[src/rtl/bil_pkg.sv]
package bil_pkg;
  // Timing base and derived cycle counts.
  localparam int unsigned CLK_HZ       = 40_000_000;
  localparam int unsigned RST_MIN_NS   = 15_000;
  localparam int unsigned RST_CYC      = (RST_MIN_NS * (CLK_HZ / 1_000_000) + 999) / 1000;
  localparam int unsigned LINK_EN_NS   = 2_000;
  localparam int unsigned LINK_CYC     = (LINK_EN_NS * (CLK_HZ / 1_000_000)) / 1000;
  // Serial clock ratios are kept relative to the nominal core rate.
  localparam int unsigned CORE_HZ      = 400_000_000;
  localparam int unsigned QSPI_HZ      = 50_000_000;
  localparam int unsigned SPI_HZ       = 2_500_000;
  localparam int unsigned QSPI_HALF    = CORE_HZ / (2 * QSPI_HZ);
  localparam int unsigned SPI_HALF     = CORE_HZ / (2 * SPI_HZ);
  localparam int unsigned LINK_TX_HALF = 4;
  // Image format constants.
  localparam logic [31:0] CRC_POLY     = 32'hedb88320;
  localparam logic [31:0] CRC_INIT     = 32'hffffffff;
  localparam logic [31:0] CRC_SKIP     = 32'h0d15ab1e;
  localparam logic [31:0] ACK_NULL     = 32'h0000ff02;
  localparam logic [7:0]  READ_CMD     = 8'h03;
  localparam logic [7:0]  END_TOKEN    = 8'h01;
  localparam logic [5:0]  CMD_BITS     = 6'h20;
  localparam int unsigned SEC_BOOT_BIT = 5;
  localparam int unsigned RAM_AW       = 18;
  localparam logic [RAM_AW-1:0] RAM_BASE = 18'h00000;
  localparam logic [15:0] OTP_BASE     = 16'h0000;

  typedef enum logic [2:0] {
    SRC_QSPI  = 3'h0,
    SRC_SPI   = 3'h1,
    SRC_SLAVE = 3'h2,
    SRC_LINK  = 3'h3,
    SRC_OTP   = 3'h4
  } bil_src_t;

  typedef enum logic [3:0] {
    ST_RST   = 4'h0,
    ST_LWAIT = 4'h1,
    ST_ACK   = 4'h2,
    ST_LEN   = 4'h3,
    ST_PROG  = 4'h4,
    ST_CRC   = 4'h5,
    ST_END   = 4'h6,
    ST_SEND  = 4'h7,
    ST_DONE  = 4'h8,
    ST_FAIL  = 4'h9
  } bil_st_t;

  // Serial flash master pins; enables are active low.
  typedef struct packed {
    logic       ss_n;
    logic       ss_oe_n;
    logic       sclk;
    logic       sclk_oe_n;
    logic       mosi;
    logic       mosi_oe_n;
    logic [3:0] quad_data_lines;
    logic [3:0] quad_oe_n;
  } bil_spi_out_t;

  localparam bil_spi_out_t SPI_IDLE = '{1'b1, 1'b1, 1'b0, 1'b1, 1'b0, 1'b1, 4'h0, 4'hf};

  typedef struct packed {
    logic              we;
    logic [RAM_AW-1:0] addr;
    logic [7:0]        data;
  } bil_ram_wr_t;

  // Inputs arriving from outside the clock domain.
  typedef struct packed {
    logic [2:0] strap;
    logic       miso;
    logic [3:0] quad;
    logic       s_ss_n;
    logic       s_sclk;
    logic       s_mosi;
    logic       l_clk;
    logic       l_dat;
  } bil_pin_in_t;
endpackage

[src/rtl/bil_loader.sv]
`timescale 1ns/1ps
module bil_loader (
  input  wire logic                  clock,
  input  wire logic                  arst_n,
  input  wire logic                  boot_strap_bit0,
  input  wire logic                  boot_strap_bit1,
  input  wire logic                  boot_strap_bit2,
  input  wire logic [31:0]           sec_word,
  input  wire logic [31:0]           otp_rdata,
  input  wire logic                  miso_in,
  input  wire logic [3:0]            quad_in,
  input  wire logic                  slv_ss_n,
  input  wire logic                  slv_sclk,
  input  wire logic                  slv_mosi,
  input  wire logic                  link_clk_in,
  input  wire logic                  link_rx_in,
  output wire logic                  gpio_pulldown_en,
  output wire logic                  link_pulldown_en,
  output wire logic                  link_enable,
  output wire logic [1:0]            link_group,
  output wire logic                  link_tx_clk,
  output wire logic                  link_tx_data,
  output wire bil_pkg::bil_spi_out_t spi_pins,
  output wire logic                  otp_rd,
  output wire logic [15:0]           otp_addr,
  output wire bil_pkg::bil_ram_wr_t  ram_wr,
  output wire logic                  boot_done,
  output wire logic                  boot_fail,
  output wire logic [bil_pkg::RAM_AW-1:0] exec_addr
);
  import bil_pkg::*;

  typedef struct packed {
    bil_st_t      st;
    logic [9:0]   tmr;
    bil_pin_in_t  s1;
    bil_pin_in_t  s2;
    logic         sclk3;
    logic         lclk3;
    bil_src_t     src;
    logic         gpd;
    logic         lpd;
    logic         len;
    logic [1:0]   lgrp;
    logic [31:0]  word;
    logic [1:0]   bcnt;
    logic [33:0]  rem;
    logic [31:0]  crc;
    logic [31:0]  ack;
    logic         ok;
    logic [RAM_AW-1:0] waddr;
    bil_ram_wr_t  ram;
    logic         done;
    logic         fail;
    logic         mon;
    logic         mrx;
    logic [7:0]   mdiv;
    logic [5:0]   mcnt;
    logic [31:0]  mtx;
    logic [1:0]   rise;
    bil_spi_out_t spi;
    logic [8:0]   rsr;
    logic [3:0]   rcnt;
    logic         rbusy;
    logic         ord;
    logic         opend;
    logic [15:0]  oaddr;
    logic [31:0]  oword;
    logic [2:0]   oleft;
    logic         tbusy;
    logic         tclk;
    logic         tdat;
    logic [9:0]   tsr;
    logic [3:0]   tcnt;
    logic [2:0]   tdiv;
  } bil_state_t;

  bil_state_t  r;
  bil_state_t  n;
  bil_pin_in_t pin_in;

  assign pin_in = {boot_strap_bit2, boot_strap_bit1, boot_strap_bit0, miso_in, quad_in,
                   slv_ss_n, slv_sclk, slv_mosi, link_clk_in, link_rx_in};

  // One CRC step over a byte, reflected form.
  function automatic logic [31:0] crc_byte(input logic [31:0] c, input logic [7:0] d);
    logic [31:0] x;
    x = c ^ {24'h000000, d};
    for (int i = 0; i < 8; i++) begin
      x = x[0] ? ((x >> 1) ^ CRC_POLY) : (x >> 1);
    end
    return x;
  endfunction

  // strap decode; the security bit overrides the straps.
  function automatic bil_src_t pick_src(input logic sec, input logic [2:0] s);
    if (sec) begin
      return SRC_OTP;
    end
    if (s[2]) begin
      return SRC_LINK;
    end
    if (s[1]) begin
      return SRC_SLAVE;
    end
    return s[0] ? SRC_SPI : SRC_QSPI;
  endfunction

  // Next-state logic: byte sources, parser and link transmitter.
  always_comb begin
    logic       bv;
    logic       bc;
    logic       quad;
    logic       fin_ok;
    logic [7:0] bb;
    logic [7:0] half;
    logic [7:0] nb;
    logic [8:0] nl;
    logic [31:0] nw;
    bv = 1'b0;
    bc = 1'b0;
    bb = 8'h00;
    fin_ok = 1'b0;
    n = r;
    n.s1 = pin_in;
    n.s2 = r.s1;
    n.sclk3 = r.s2.s_sclk;
    n.lclk3 = r.s2.l_clk;
    n.ram.we = 1'b0;
    n.ord = 1'b0;
    quad = (r.src == SRC_QSPI);
    half = quad ? QSPI_HALF[7:0] : SPI_HALF[7:0];
    n.rise = {r.rise[0], 1'b0};
    if (r.mon) begin
      if (r.mdiv == half - 8'h01) begin
        n.mdiv = 8'h00;
        n.spi.sclk = ~r.spi.sclk;
        if (!r.spi.sclk) begin
          n.rise[0] = 1'b1;
        end else if (!r.mrx) begin
          n.mtx = {r.mtx[30:0], 1'b0};
          n.mcnt = r.mcnt + 6'h01;
          if (r.mcnt == CMD_BITS - 6'h01) begin
            n.mrx = 1'b1;
            n.spi.quad_oe_n = 4'hf;
          end
        end
      end else begin
        n.mdiv = r.mdiv + 8'h01;
      end
    end
    n.spi.mosi = n.mtx[31];
    n.spi.quad_data_lines[0] = n.mtx[31];
    nb = quad ? {r.s2.quad, r.rsr[7:4]} : {r.s2.miso, r.rsr[7:1]};
    if (r.mon && r.mrx && r.rise[1]) begin
      n.rsr[7:0] = nb;
      n.rcnt = r.rcnt + 4'h1;
      if (r.rcnt == (quad ? 4'h1 : 4'h7)) begin
        n.rcnt = 4'h0;
        bv = 1'b1;
        bb = nb;
      end
    end
    if (r.src == SRC_SLAVE && r.st != ST_RST) begin
      if (r.s2.s_ss_n) begin
        n.rcnt = 4'h0;
      end else if (r.s2.s_sclk && !r.sclk3) begin
        n.rsr[7:0] = {r.s2.s_mosi, r.rsr[7:1]};
        n.rcnt = r.rcnt + 4'h1;
        if (r.rcnt == 4'h7) begin
          n.rcnt = 4'h0;
          bv = 1'b1;
          bb = {r.s2.s_mosi, r.rsr[7:1]};
        end
      end
    end
    // Link tokens: start bit, control flag, then eight data bits.
    nl = {r.s2.l_dat, r.rsr[8:1]};
    if (r.src == SRC_LINK && r.len && r.s2.l_clk && !r.lclk3) begin
      if (!r.rbusy) begin
        n.rbusy = r.s2.l_dat;
        n.rcnt = 4'h0;
      end else begin
        n.rsr = nl;
        n.rcnt = r.rcnt + 4'h1;
        if (r.rcnt == 4'h8) begin
          n.rbusy = 1'b0;
          bv = 1'b1;
          bc = nl[0];
          bb = nl[8:1];
        end
      end
    end
    if (r.src == SRC_OTP && r.st inside {ST_LEN, ST_PROG, ST_CRC}) begin
      if (r.ord) begin
        n.opend = 1'b1;
        n.oaddr = r.oaddr + 16'h0001;
      end else if (r.opend) begin
        n.opend = 1'b0;
        n.oword = otp_rdata;
        n.oleft = 3'h4;
      end else if (r.oleft != 3'h0) begin
        bv = 1'b1;
        bb = r.oword[7:0];
        n.oword = {8'h00, r.oword[31:8]};
        n.oleft = r.oleft - 3'h1;
      end else begin
        n.ord = 1'b1;
      end
    end
    // Link transmitter, data changes while the clock is low.
    if (r.tbusy) begin
      if (r.tdiv == LINK_TX_HALF[2:0] - 3'h1) begin
        n.tdiv = 3'h0;
        n.tclk = ~r.tclk;
        if (r.tclk) begin
          n.tsr = {1'b0, r.tsr[9:1]};
          n.tcnt = r.tcnt + 4'h1;
          n.tbusy = (r.tcnt != 4'h9);
        end
      end else begin
        n.tdiv = r.tdiv + 3'h1;
      end
    end
    n.tdat = n.tbusy & n.tsr[0];
    nw = {bb, r.word[31:8]};
    unique case (r.st)
      ST_RST: begin
        n.tmr = r.tmr + 10'h001;
        if (r.tmr == RST_CYC[9:0] - 10'h001) begin
          n.tmr = 10'h000;
          n.gpd = 1'b0;
          n.src = pick_src(sec_word[SEC_BOOT_BIT], r.s2.strap);
          n.lgrp = r.s2.strap[1:0];
          n.st = ST_LEN;
          unique case (n.src)
            SRC_QSPI, SRC_SPI: begin
              n.mon = 1'b1;
              n.mtx = {READ_CMD, 24'h000000};
              n.spi.ss_n = 1'b0;
              n.spi.ss_oe_n = 1'b0;
              n.spi.sclk_oe_n = 1'b0;
              n.spi.mosi_oe_n = (n.src == SRC_QSPI);
              n.spi.quad_oe_n = (n.src == SRC_QSPI) ? 4'h0 : 4'hf;
            end
            SRC_LINK: n.st = ST_LWAIT;
            SRC_SLAVE, SRC_OTP: n.st = ST_LEN;
          endcase
        end
      end
      ST_LWAIT: begin
        n.tmr = r.tmr + 10'h001;
        if (r.tmr == LINK_CYC[9:0] - 10'h001) begin
          n.len = 1'b1;
          n.lpd = 1'b0;
          n.st = ST_ACK;
        end
      end
      ST_ACK, ST_LEN, ST_PROG, ST_CRC: begin
        if (bv && bc) begin
          n.st = ST_FAIL;
        end else if (bv) begin
          n.word = nw;
          n.bcnt = r.bcnt + 2'h1;
          if (r.st != ST_CRC && r.st != ST_ACK) begin
            n.crc = crc_byte(r.crc, bb);
          end
          if (r.st == ST_ACK && r.bcnt == 2'h3) begin
            n.ack = nw;
            n.st = ST_LEN;
          end
          if (r.st == ST_LEN && r.bcnt == 2'h3) begin
            n.rem = {nw, 2'b00};
            n.st = (nw == 32'h0) ? ST_CRC : ST_PROG;
          end
          if (r.st == ST_PROG) begin
            n.ram = '{we: 1'b1, addr: r.waddr, data: bb};
            n.waddr = r.waddr + 1'b1;
            n.rem = r.rem - 34'h1;
            n.st = (r.rem == 34'h1) ? ST_CRC : ST_PROG;
          end
          if (r.st == ST_CRC && r.bcnt == 2'h3) begin
            fin_ok = (nw == CRC_SKIP) || (nw == ~r.crc);
            n.ok = fin_ok;
            n.st = (r.src == SRC_LINK) ? ST_END : (fin_ok ? ST_DONE : ST_FAIL);
          end
        end
      end
      ST_END: begin
        if (bv && bc && bb == END_TOKEN) begin
          if (r.ack != ACK_NULL) begin
            n.tbusy = 1'b1;
            n.tsr = {END_TOKEN, 2'b11};
            n.tcnt = 4'h0;
            n.st = ST_SEND;
          end else begin
            n.st = r.ok ? ST_DONE : ST_FAIL;
          end
        end
      end
      ST_SEND: begin
        if (!r.tbusy) begin
          n.st = r.ok ? ST_DONE : ST_FAIL;
        end
      end
      ST_DONE, ST_FAIL: n.st = r.st;
      default: n.st = ST_FAIL;
    endcase
    n.done = (n.st == ST_DONE);
    n.fail = (n.st == ST_FAIL);
    // The serial clock ends its high phase no later than the edge on which select rises, so it idles low.
    if ((n.done || n.fail) && !n.spi.sclk) begin
      n.mon = 1'b0;
      n.spi.ss_n = 1'b1;
    end
  end

  // State register.
  always_ff @(posedge clock or negedge arst_n) begin
    if (!arst_n) begin
      r <= '0;
      r.gpd <= 1'b1;
      r.lpd <= 1'b1;
      r.spi <= SPI_IDLE;
      r.crc <= CRC_INIT;
      r.waddr <= RAM_BASE;
      r.oaddr <= OTP_BASE;
    end else begin
      r <= n;
    end
  end

  assign gpio_pulldown_en = r.gpd;
  assign link_pulldown_en = r.lpd;
  assign link_enable      = r.len;
  assign link_group       = r.lgrp;
  assign link_tx_clk      = r.tclk;
  assign link_tx_data     = r.tdat;
  assign spi_pins         = r.spi;
  assign otp_rd           = r.ord;
  assign otp_addr         = r.oaddr;
  assign ram_wr           = r.ram;
  assign boot_done        = r.done;
  assign boot_fail        = r.fail;
  assign exec_addr        = RAM_BASE;
endmodule

[config.mk]
export PLATFORM = sky130hd
export DESIGN_NAME = bil_loader
export DESIGN_NICKNAME = d
export VERILOG_FILES = /design/src/rtl/bil_pkg.sv /design/src/rtl/bil_loader.sv
export SDC_FILE = /design/constraint.sdc
export NUM_CORES = 1
export LEC_CHECK = 0
export ABC_AREA = 1
export BUFFER_PORTS_ARGS = -buffer_cell sky130_fd_sc_hd__clkbuf_2
export CAP_MARGIN = 15
export CORE_MARGIN = 2
export CORE_UTILIZATION = 35
export DETAILED_ROUTE_END_ITERATION = 12
export GPL_ROUTABILITY_DRIVEN = 0
export PLACE_DENSITY = 0.51
export SLEW_MARGIN = 30
export SYNTH_ARGS = -nofsm -noshare
export SYNTH_HDL_FRONTEND = slang
export SYNTH_SLANG_ARGS = --single-unit
[constraint.sdc]
create_clock -name clock -period 2.84 [get_ports clock]
set_clock_uncertainty 0.2 [all_clocks]
set_input_delay 0.568 -clock clock [delete_from_list [all_inputs] [get_ports clock]]
set_output_delay 0.568 -clock clock [all_outputs]
set_load 0.005 [all_outputs]
==> metrics.csv, run 1 <==
metric;value;unit
cpPeakStageDelay;420;ps
cts.clk_slew.worst_paths;60;ps
ys_async_sr_fraction;1.00;
yosys.area_share.adder;0.0106;
rsz0062_at_grt;yes;
cts.path.max_buffers;3;
power_frac_seq;0.459;
switching_share;0.215;
fin_crit;2970;ps
wirelength;50.7;mm
slowest_stage;dfrtp_1;
crit_top_cell;buf_4;
hold_viol_final;0;
cp_max_fo;4;
drv_cap;0;
power;11.5;mW
muxShareOfSynthArea;0.000530;
slew_headroom;0.541;
ios;164;
status;finished with violations;
num_antenna_cells;0;
die_h;236;um
cts_max_level;2;
ys_ff_latch;367;
p_leak;12.2;nW
setup.worst_path.start_class;flip-flop;
synth_xor_area_frac;0.0646;
syn_to_final_growth;30.2;%
grt_pass1_vias;15400;
critPathCaptureType;flip-flop;
cts.sinks;367;
core-area;0.0536;mm2
cp.arrival;3270;ps
numCtsBuffers;44;
grt_pass1_wl;80.1;mm
clock.fmax;337;MHz
power_frac_clock;0.524;
grt_util_all_layers;0.177;
drt-initial-drc-count;968;
antenna_found_initial;0;
chipWidth;236;um
vias;15900;
ir_worst_vdd;408;uV
p_comb_frac;0.017;
p_per_area;467;mW/mm2
drtPass1Iterations;5;
drcViolationCount;0;
slew_viol_final;0;
finalSetupTns;-689;ps
hold_class;primary input to flip-flop;
setup_slack;-125;ps
start_util;0.352;
synthFlopType;dfrtp_1;
drtAntennaViolNets;0;
synth-edff-count;0;
die_area;0.0558;mm2
rows;85;
cts-root-buf;clkbuf_16;
syn_area_per_cell;8.32;um2
dpl_cell_area;0.0211;mm2
synth_compound_area_frac;0.107;
tritoncts;yes;
viasPerCell;4.80;
finalSetupViolCount;17;
routedWlPerCell;15.3;um
synth_simple_gate_area_frac;0.229;
switchingPower;2.47;mW
synth_top_family_by_area;simple AND/OR/NAND/NOR gates;
required;3140;ps
hpwl;35.5;mm
p_int;9.01;mW
crit_family;buffers and inverters;
yosysWarnings;0;
grt_max_degree;68;
clock_latency;570;ps
grt_overflow;0;
worst_slew_pin_slew;683;ps
synthCells;2269;
worstSetupPathType;flip-flop to flip-flop;
fin_crit_sh;1.04;
final_area;0.0246;mm2
port_buffers;111;
seq_area_frac_synth;0.489;
netlist_area;0.0189;mm2
crit_path_cell_trace;inv_2 -> buf_4 -> buf_4 -> buf_4 -> buf_4 -> buf_4 -> buf_4 -> buf_4 -> buf_4 -> buf_4 -> buf_4 -> buf_4 -> buf_4 -> buf_4 -> buf_4 -> buf_4 -> o22ai_2 -> o211ai_1 -> nand4_1;
violations;setup timing;
fin_nets;2677;
cp_num_buf_inv;16;
drive_above_1_share;0.287;
ys_types;59;
cell type report:
cell class	instances	area, um2
Tap cell	696	871
Sequential cell	367	9240
Multi-Input combinational cell	1514	8910
Clock inverter	19	254
Inverter	266	1020
Clock buffer	62	1310
Timing Repair Buffer	389	2970
Fill cell	5218	29000
layer usage:
layer | GRT usage | routed length [um]
met1 | 0.238 | 22900
met2 | 0.293 | 24500
met3 | 0.0291 | 2040
met4 | 0.0572 | 1240
met5 | 0 | 0
sequential cells by signal, indices dropped and copies added (netlist names), 2 cells and up:
| name | flops |
|---|---|
| ram_wr | 27 |
| otp_addr | 16 |
| spi_pins | 9 |
| link_group | 2 |
| r | 289 |
| n | 16 |
final timing paths:
path                       slack, ps  cells after the start      to          from
min                               40                      3   r[27]  otp_rdata[4]
min in group asynchronous        350                      2  r[268]        arst_n
max                             -130                     19  r[379]        r[379]
max reg2reg                     -130                     19  r[379]        r[379]
max in group asynchronous       1330                      3  r[233]        arst_n
min reg2reg                      150                      0  r[351]        n[351]
per-stage QoR:
| stage | setup slack (ps) | hold WS, ps | util | std cells |
|---|---|---|---|---|
| 6_report | -125 | 35.8 | 0.458 | 3313 |
| 5_1_grt | -240 | 31.2 | 0.458 | 3313 |
| 4_1_cts | -33.3 | 8.94 | 0.436 | 3268 |
| 3_5_place_dp | -244 | 135 | 0.394 | 3140 |
| 3_3_place_gp | -172 | 132 | 0.394 | 3140 |
| 2_1_floorplan | 226 | 72.4 | - | 2289 |
synth_stat cells (8+ instances only):
library cell / n / share of area
nor4_1: 15 / 0.0050
nor2_4: 8 / 0.0048
o211ai_1: 40 / 0.016
clkbuf_1: 49 / 0.0097
a21oi_1: 46 / 0.012
o21ai_1: 22 / 0.0058
nand2_2: 16 / 0.0053
nand3b_1: 9 / 0.0036
nand3_1: 105 / 0.028
buf_4: 78 / 0.031
nor2_2: 9 / 0.0030
buf_2: 8 / 0.0021
ha_1: 16 / 0.011
dfrtp_1: 326 / 0.43
nor3_1: 30 / 0.0080
or2_2: 10 / 0.0033
o21ai_0: 230 / 0.061
inv_2: 24 / 0.0048
nor2_1: 198 / 0.039
inv_1: 240 / 0.048
nand4_1: 38 / 0.013
dfstp_2: 41 / 0.057
xor2_1: 89 / 0.041
xnor2_1: 31 / 0.014
nand2_1: 514 / 0.10
kinds of logic after synthesis:
kind of cell,count (synthesis)
other cells,1
xor+xnor,129
mux,1
buf+inv,408
simple gates,979
flops,367
fa+ha+maj,16
compound gates,368
tightest hold or removal path: stages:
cell and delay [ps]:
clkbuf_2 70, o211ai_1 60, o21ai_0 60
power groups by stage:
stage	clock, mW	sequential [mW]	combinational (mW)
floorplan	0	5.36	0.0390
global placement	0	5.36	0.192
detailed placement	0	5.36	0.194
CTS	6.18	5.27	0.209
global route	6.42	5.27	0.232
finish	6.01	5.27	0.200
what timing repair did:
| item | 4_1_cts | 5_1_grt |
|---|---|---|
| pin swaps | 35 | 78 |
| setup buffers | 34 | 46 |
| setup endpoints to repair | 46 | 122 |
| resized for setup | 74 | 199 |
| hold buffers | 14 | 0 |
| hold endpoints to repair | 44 | 0 |
cell usage in the layout (no fill, tap or decap), types with 32 or more instances in the layout:
cell type  instances
nand2_1          448
dfrtp_1          323
inv_1            228
buf_4            227
o21ai_0          226
nor2_1           174
clkbuf_2         110
xor2_1            80
nand3_1           77
nand2_2           56
clkbuf_16         46
a21oi_1           42
dfstp_2           41
o211ai_1          40
nand4_1           38
inv_2             32
Power figures use the tool's default switching activity.
==> inputs of run 2 (changes only) <==
Settings changed: ABC_AREA 1 to 0.
==> run 2 against run 1 <==
Compared with the run above:
- the flow still finishes with violations (setup timing)
- die area fell by 3.1%
- wire length rose by 2.3%
- final cell count fell by 9.7%
- synthesized cell count fell by 16%
- first-iteration DRC count fell by 3.6%
- count of clock-buffer cells in the layout rose by 1
- global-route usage rose by 0.86 points
- core utilization rose by 3.8 points
- highest routed layer is now met5
- critical endpoint is now r[296]
==> metrics.csv, run 2 <==
metric;value;unit
hold_class;primary input to flip-flop;
power;11.5;mW
slowest_stage;or4_4;
syn_to_final_growth;39.8;%
ys_ff_latch;367;
critPathCaptureType;flip-flop;
syn_area_per_cell;9.62;um2
setup_slack;-488;ps
grt_overflow;0;
muxShareOfSynthArea;0.0334;
crit_top_cell;or4_4;
synthTopCellsByArea;dfrtp_1 45%, nand2_1 7.6%, dfstp_2 5.9%, xnor2_1 3.9%, o21ai_0 3.7%;
grt_pass1_vias;14700;
required;3140;ps
cts.path.max_buffers;3;
drt-initial-drc-count;933;
finalSetupTns;-38940;ps
crit_start;r[280];
synth_top_area_frac;0.446;
rows;83;
cts-root-buf;clkbuf_16;
netlist_area;0.0183;mm2
fin_crit_sh;1.17;
start_util;0.355;
synth_top_family_by_area;simple AND/OR/NAND/NOR gates;
fill_cells;4686;
hpwl;33.8;mm
r2r_end;r[296];
drtAntennaViolNets;0;
yosysMostFrequentCell;nand2_1;
finalSetupViolCount;194;
synthFlopType;dfrtp_1;
grt_max_degree;72;
crit_path_cell_trace;or4_4 -> or4_4 -> or4_4 -> or3_4 -> or3_4 -> o31ai_4 -> a21oi_2 -> a21oi_1;
layout_common_cells;320 x dfrtp_1, 284 x nand2_1, 236 x buf_4;
chipWidth;233;um
grt_pass1_wl;80.7;mm
die_area;0.0541;mm2
ys_async_sr_fraction;1.00;
seq_area_frac_synth;0.505;
rsz0062_at_grt;yes;
synth_compound_area_frac;0.124;
die_h;233;um
slew_headroom;0.563;
synth_common_cells;370 x nand2_1, 326 x dfrtp_1, 134 x o21ai_0;
r2r-start;r[280];
numCtsBuffers;43;
cpPeakStageDelay;550;ps
violations;setup timing;
slew_viol_final;0;
core-area;0.0515;mm2
ys_types;88;
synth_simple_gate_area_frac;0.194;
synth-edff-count;0;
cts.clk_slew.worst_paths;60;ps
viasPerCell;5.05;
antenna_found_initial;1;
final_util;0.496;
reg2regPathDepth;8;
cp_max_fo;3;
hold_slack;28.8;ps
wirelength;51.9;mm
drive_above_1_share;0.391;
worstSetupPathType;flip-flop to flip-flop;
drv_cap;0;
crit_end;r[296];
vias;15100;
fin_nets;2377;
grt_util_all_layers;0.186;
yosys.area_share.adder;0.0109;
holdPathStages;2;
drcViolationCount;0;
synthCells;1901;
worst_slew_pin_slew;653;ps
tritoncts;yes;
port_buffers;111;
p_per_area;450;mW/mm2
largest_reg_flops;289;
synth_top_area_cell;dfrtp_1;
ir_worst_vdd;460;uV
setup.worst_path.start_class;flip-flop;
top_register;r;
drtPass1Iterations;5;
cp.arrival;3630;ps
fin_crit;3330;ps
synth_xor_area_frac;0.0740;
cts_max_level;2;
clock.fmax;300;MHz
cts.sinks;367;
p_leak;11.8;nW
yosysWarnings;0;
routedWlPerCell;17.3;um
clock_latency;570;ps
num_antenna_cells;0;
r2r_slack;-490;ps
status;finished with violations;
hold_viol_final;0;
ios;164;
layout_commonest_cell;dfrtp_1;
run 2: cell count changes after synthesis, sizes merged, moves of 32 or more:
cell,previous run,this run
inv,264,23
nand3,111,40
xnor2,34,84
mux2,0,32
nor2,216,108
nand2,536,370
a21oi,47,119
o211ai,40,6
xor2,95,47
o21ai,252,144
run 2: metrics by stage:
step           worst slack [ps]  area, um2  cells
4_1_cts                    -460      24100   2949
2_1_floorplan              -433      18600   1921
6_report                   -488      25600   2993
5_1_grt                    -603      25600   2993
3_5_place_dp               -602      21000   2784
3_3_place_gp               -553      21000   2784
run 2: metal layers:
metal	GRT usage	routed length (um)	vias up
met4	0.0494	1430	2
met3	0.0319	1860	88
li1	-	-	7252
met1	0.251	23300	7516
met5	0	12	-
met2	0.308	25300	254
run 2: worst min-delay path by stage:
stage | endpoint | slack [ps] | start
final | r[48] | 30 | otp_rdata[25]
after detailed placement | r[341] | 130 | n[341]
after CTS | r[52] | 3 | otp_rdata[29]
after floorplan | boot_done | 70 | arst_n
after global routing | r[52] | 20 | otp_rdata[29]
after global placement | r[349] | 130 | n[349]
run 2: critical path: cells and delay by family (launching register included):
kind	cells	cell delay (ps)
AND/OR/NAND/NOR	5	2210
flip-flops	1	390
AO/OA/AOI/OAI	3	470
run 2: layout make-up:
cell class	instances	area, um2	area share
Tap cell	680	851	0.0333
Sequential cell	367	9240	0.362
Inverter	23	88.8	0.00348
Clock inverter	13	181	0.00710
Timing Repair Buffer	488	4330	0.169
Clock buffer	63	1190	0.0466
Multi-Input combinational cell	1359	9670	0.378
run 2: kinds of logic (layout without fill, tap and decap cells):
family          after synthesis  count (layout)
mux                          57              57
simple gates                748             749
compound gates              377             377
other cells                   1              21
buf+inv                     196             587
fa+ha+maj                    16              16
xor+xnor                    139             139
flops                       367             367
run 2: repair_timing:
action                                  CTS  global route
gates resized for setup                 217           284
endpoints found under the setup margin  161           229
buffers inserted                         64            47
cloned                                   10            13
hold endpoints to repair                 44             0
hold buffers                             20             0
pin swaps                                59           162
run 2: power by group:
| group | internal [mW] | switching (mW) |
|---|---|---|
| clock network | 3.28 | 2.23 |
| logic | 0.202 | 0.262 |
| registers | 5.39 | 0.135 |
| total | 8.87 | 2.63 |
==> inputs of run 3 (changes only) <==
Clock period 2.84 ns to 3.5 ns, I/O delays scaled along.
==> run 3 against run 2 <==
Compared with the run above:
- the flow now finishes without violations
- register-to-register slack better by 590 ps
- largest power group is now clock
- via count is 9.0% lower
- count of clock-buffer cells in the layout stayed put
- global-route usage is 1.8 points lower
- hold slack better by 11 ps
- die area stayed put
- clock power is 18% lower
- fmax is 2.1% lower
- sequential cell count stayed put
- largest cell class is now registers
==> metrics.csv, run 3 (same netlist as run 2, synthesis figures left out) <==
metric;value;unit
clock.fmax;294;MHz
hold_class;primary input to flip-flop;
regArea;0.00924;mm2
ios;164;
drtPass1Iterations;5;
reg2regPathDepth;11;
core-area;0.0515;mm2
drt-initial-drc-count;854;
die_area;0.0541;mm2
p_leak;10.0;nW
cts.sinks;367;
grt.met1_usage;0.230;
cts.path.max_buffers;3;
ir_worst_vdd;402;uV
slew_headroom;0.483;
vias;13800;
numCtsBuffers;42;
slew_viol_final;0;
viasPerCell;4.99;
fin_crit_sh;0.971;
fin_nets;2137;
rows;83;
clock_latency;560;ps
r2r-start;r[337];
syn_to_final_growth;18.6;%
cts.clk_slew.worst_paths;60;ps
hpwl;31.7;mm
layout_commonest_cell;nand2_1;
grt_util_all_layers;0.168;
hold_slack;40.2;ps
grt_busiest_layer;met2;
grt_overflow;0;
grt_pass1_wl;72.9;mm
routedWlPerCell;16.1;um
drcViolationCount;0;
grt_max_degree;96;
p_per_area;430;mW/mm2
hold_viol_final;0;
required;3790;ps
grtUsageMet3;0.0301;
tritoncts;yes;
grt_pass1_vias;13500;
port_buffers;111;
fill_cells;5067;
r2r_end;r[248];
cp.arrival;3690;ps
cp_max_fo;8;
power;9.32;mW
layout_common_cells;370 x nand2_1, 322 x dfrtp_1, 131 x o21ai_0;
worstSetupPathType;flip-flop to flip-flop;
r2r_slack;100;ps
crit_start;r[337];
cts_max_level;2;
final_cells;2756;
multiInputGateArea;0.00831;mm2
cts-root-buf;clkbuf_16;
finalSetupViolCount;0;
drtAntennaViolNets;0;
dp_cells;2667;
critPathCaptureType;flip-flop;
setup.worst_path.start_class;flip-flop;
drv_cap;0;
largest_reg_flops;289;
wirelength;44.4;mm
met2_usage;0.273;
die_h;233;um
drive_above_1_share;0.226;
worst_slew_pin_slew;771;ps
antenna_found_initial;1;
fin_crit;3400;ps
status;finished clean;
chipWidth;233;um
crit_end;r[248];
top_register;r;
start_util;0.355;
==> run 3: metal layers <==
layer  vias to the layer above  wire length (um)  share of wire
li1                       6769                 -              -
met5                         -                 0              0
met1                      6713             20600           0.46
met2                       215             21100           0.48
met3                        59              1710          0.038
met4                         0               925          0.021
==> run 3: what timing repair did <==
action,in CTS,in global routing
pin swaps,1,14
resized for setup,12,39
setup endpoints to repair,15,66
endpoints found under the hold margin,40,0
hold buffers,1,0
buffers inserted,1,10
==> run 3: how the worst min path moves through the flow <==
stage                    start      to  slack [ps]  depth (start not counted)
6_report       boot_strap_bit2  n[353]          40                          1
3_5_place_dp            n[345]  r[345]         130                          0
4_1_cts        boot_strap_bit2  n[353]           3                          1
2_1_floorplan           n[342]  n[339]         130                          0
5_1_grt        boot_strap_bit0  n[351]          10                          1
3_3_place_gp            n[102]  r[102]         130                          0
==> run 3: critical path, cell delays in order, from the launching register on <==
cell	delay, ps
dfrtp_2	470
or4_4	540
o22ai_4	170
buf_6	140
a21oi_2	80
a311o_1	390
a311oi_4	370
buf_4	250
xnor2_1	150
xnor2_1	180
xnor3_1	250
o21ai_1	130
==> run 3: cell type report <==
type / count / area share
timing repair buffer: 250 / 0.0806
tap: 680 / 0.0393
sequential: 367 / 0.426
inverter: 23 / 0.00398
clock buffer: 63 / 0.0591
multi-input combinational: 1358 / 0.383
clock inverter: 14 / 0.00745
antenna: 1 / 0.000115
==> run 3: power by group <==
group	switching (mW)	internal (mW)	total, mW
Combinational	0.205	0.138	0.343
Clock	1.76	2.75	4.51
Sequential	0.0933	4.38	4.47
==> run 3: per-stage QoR <==
stage | setup slack [ps] | setup TNS (ps) | cell area [um2] | utilization
finish | 100 | 0 | 21700 | 0.421
global route | -9.35 | -9.35 | 21700 | 0.421
CTS | 5.08 | 0 | 21400 | 0.416
detailed placement | -277 | -1680 | 19900 | 0.387
global placement | -148 | -653 | 19900 | 0.386
floorplan | 70.8 | 0 | 18400 | -
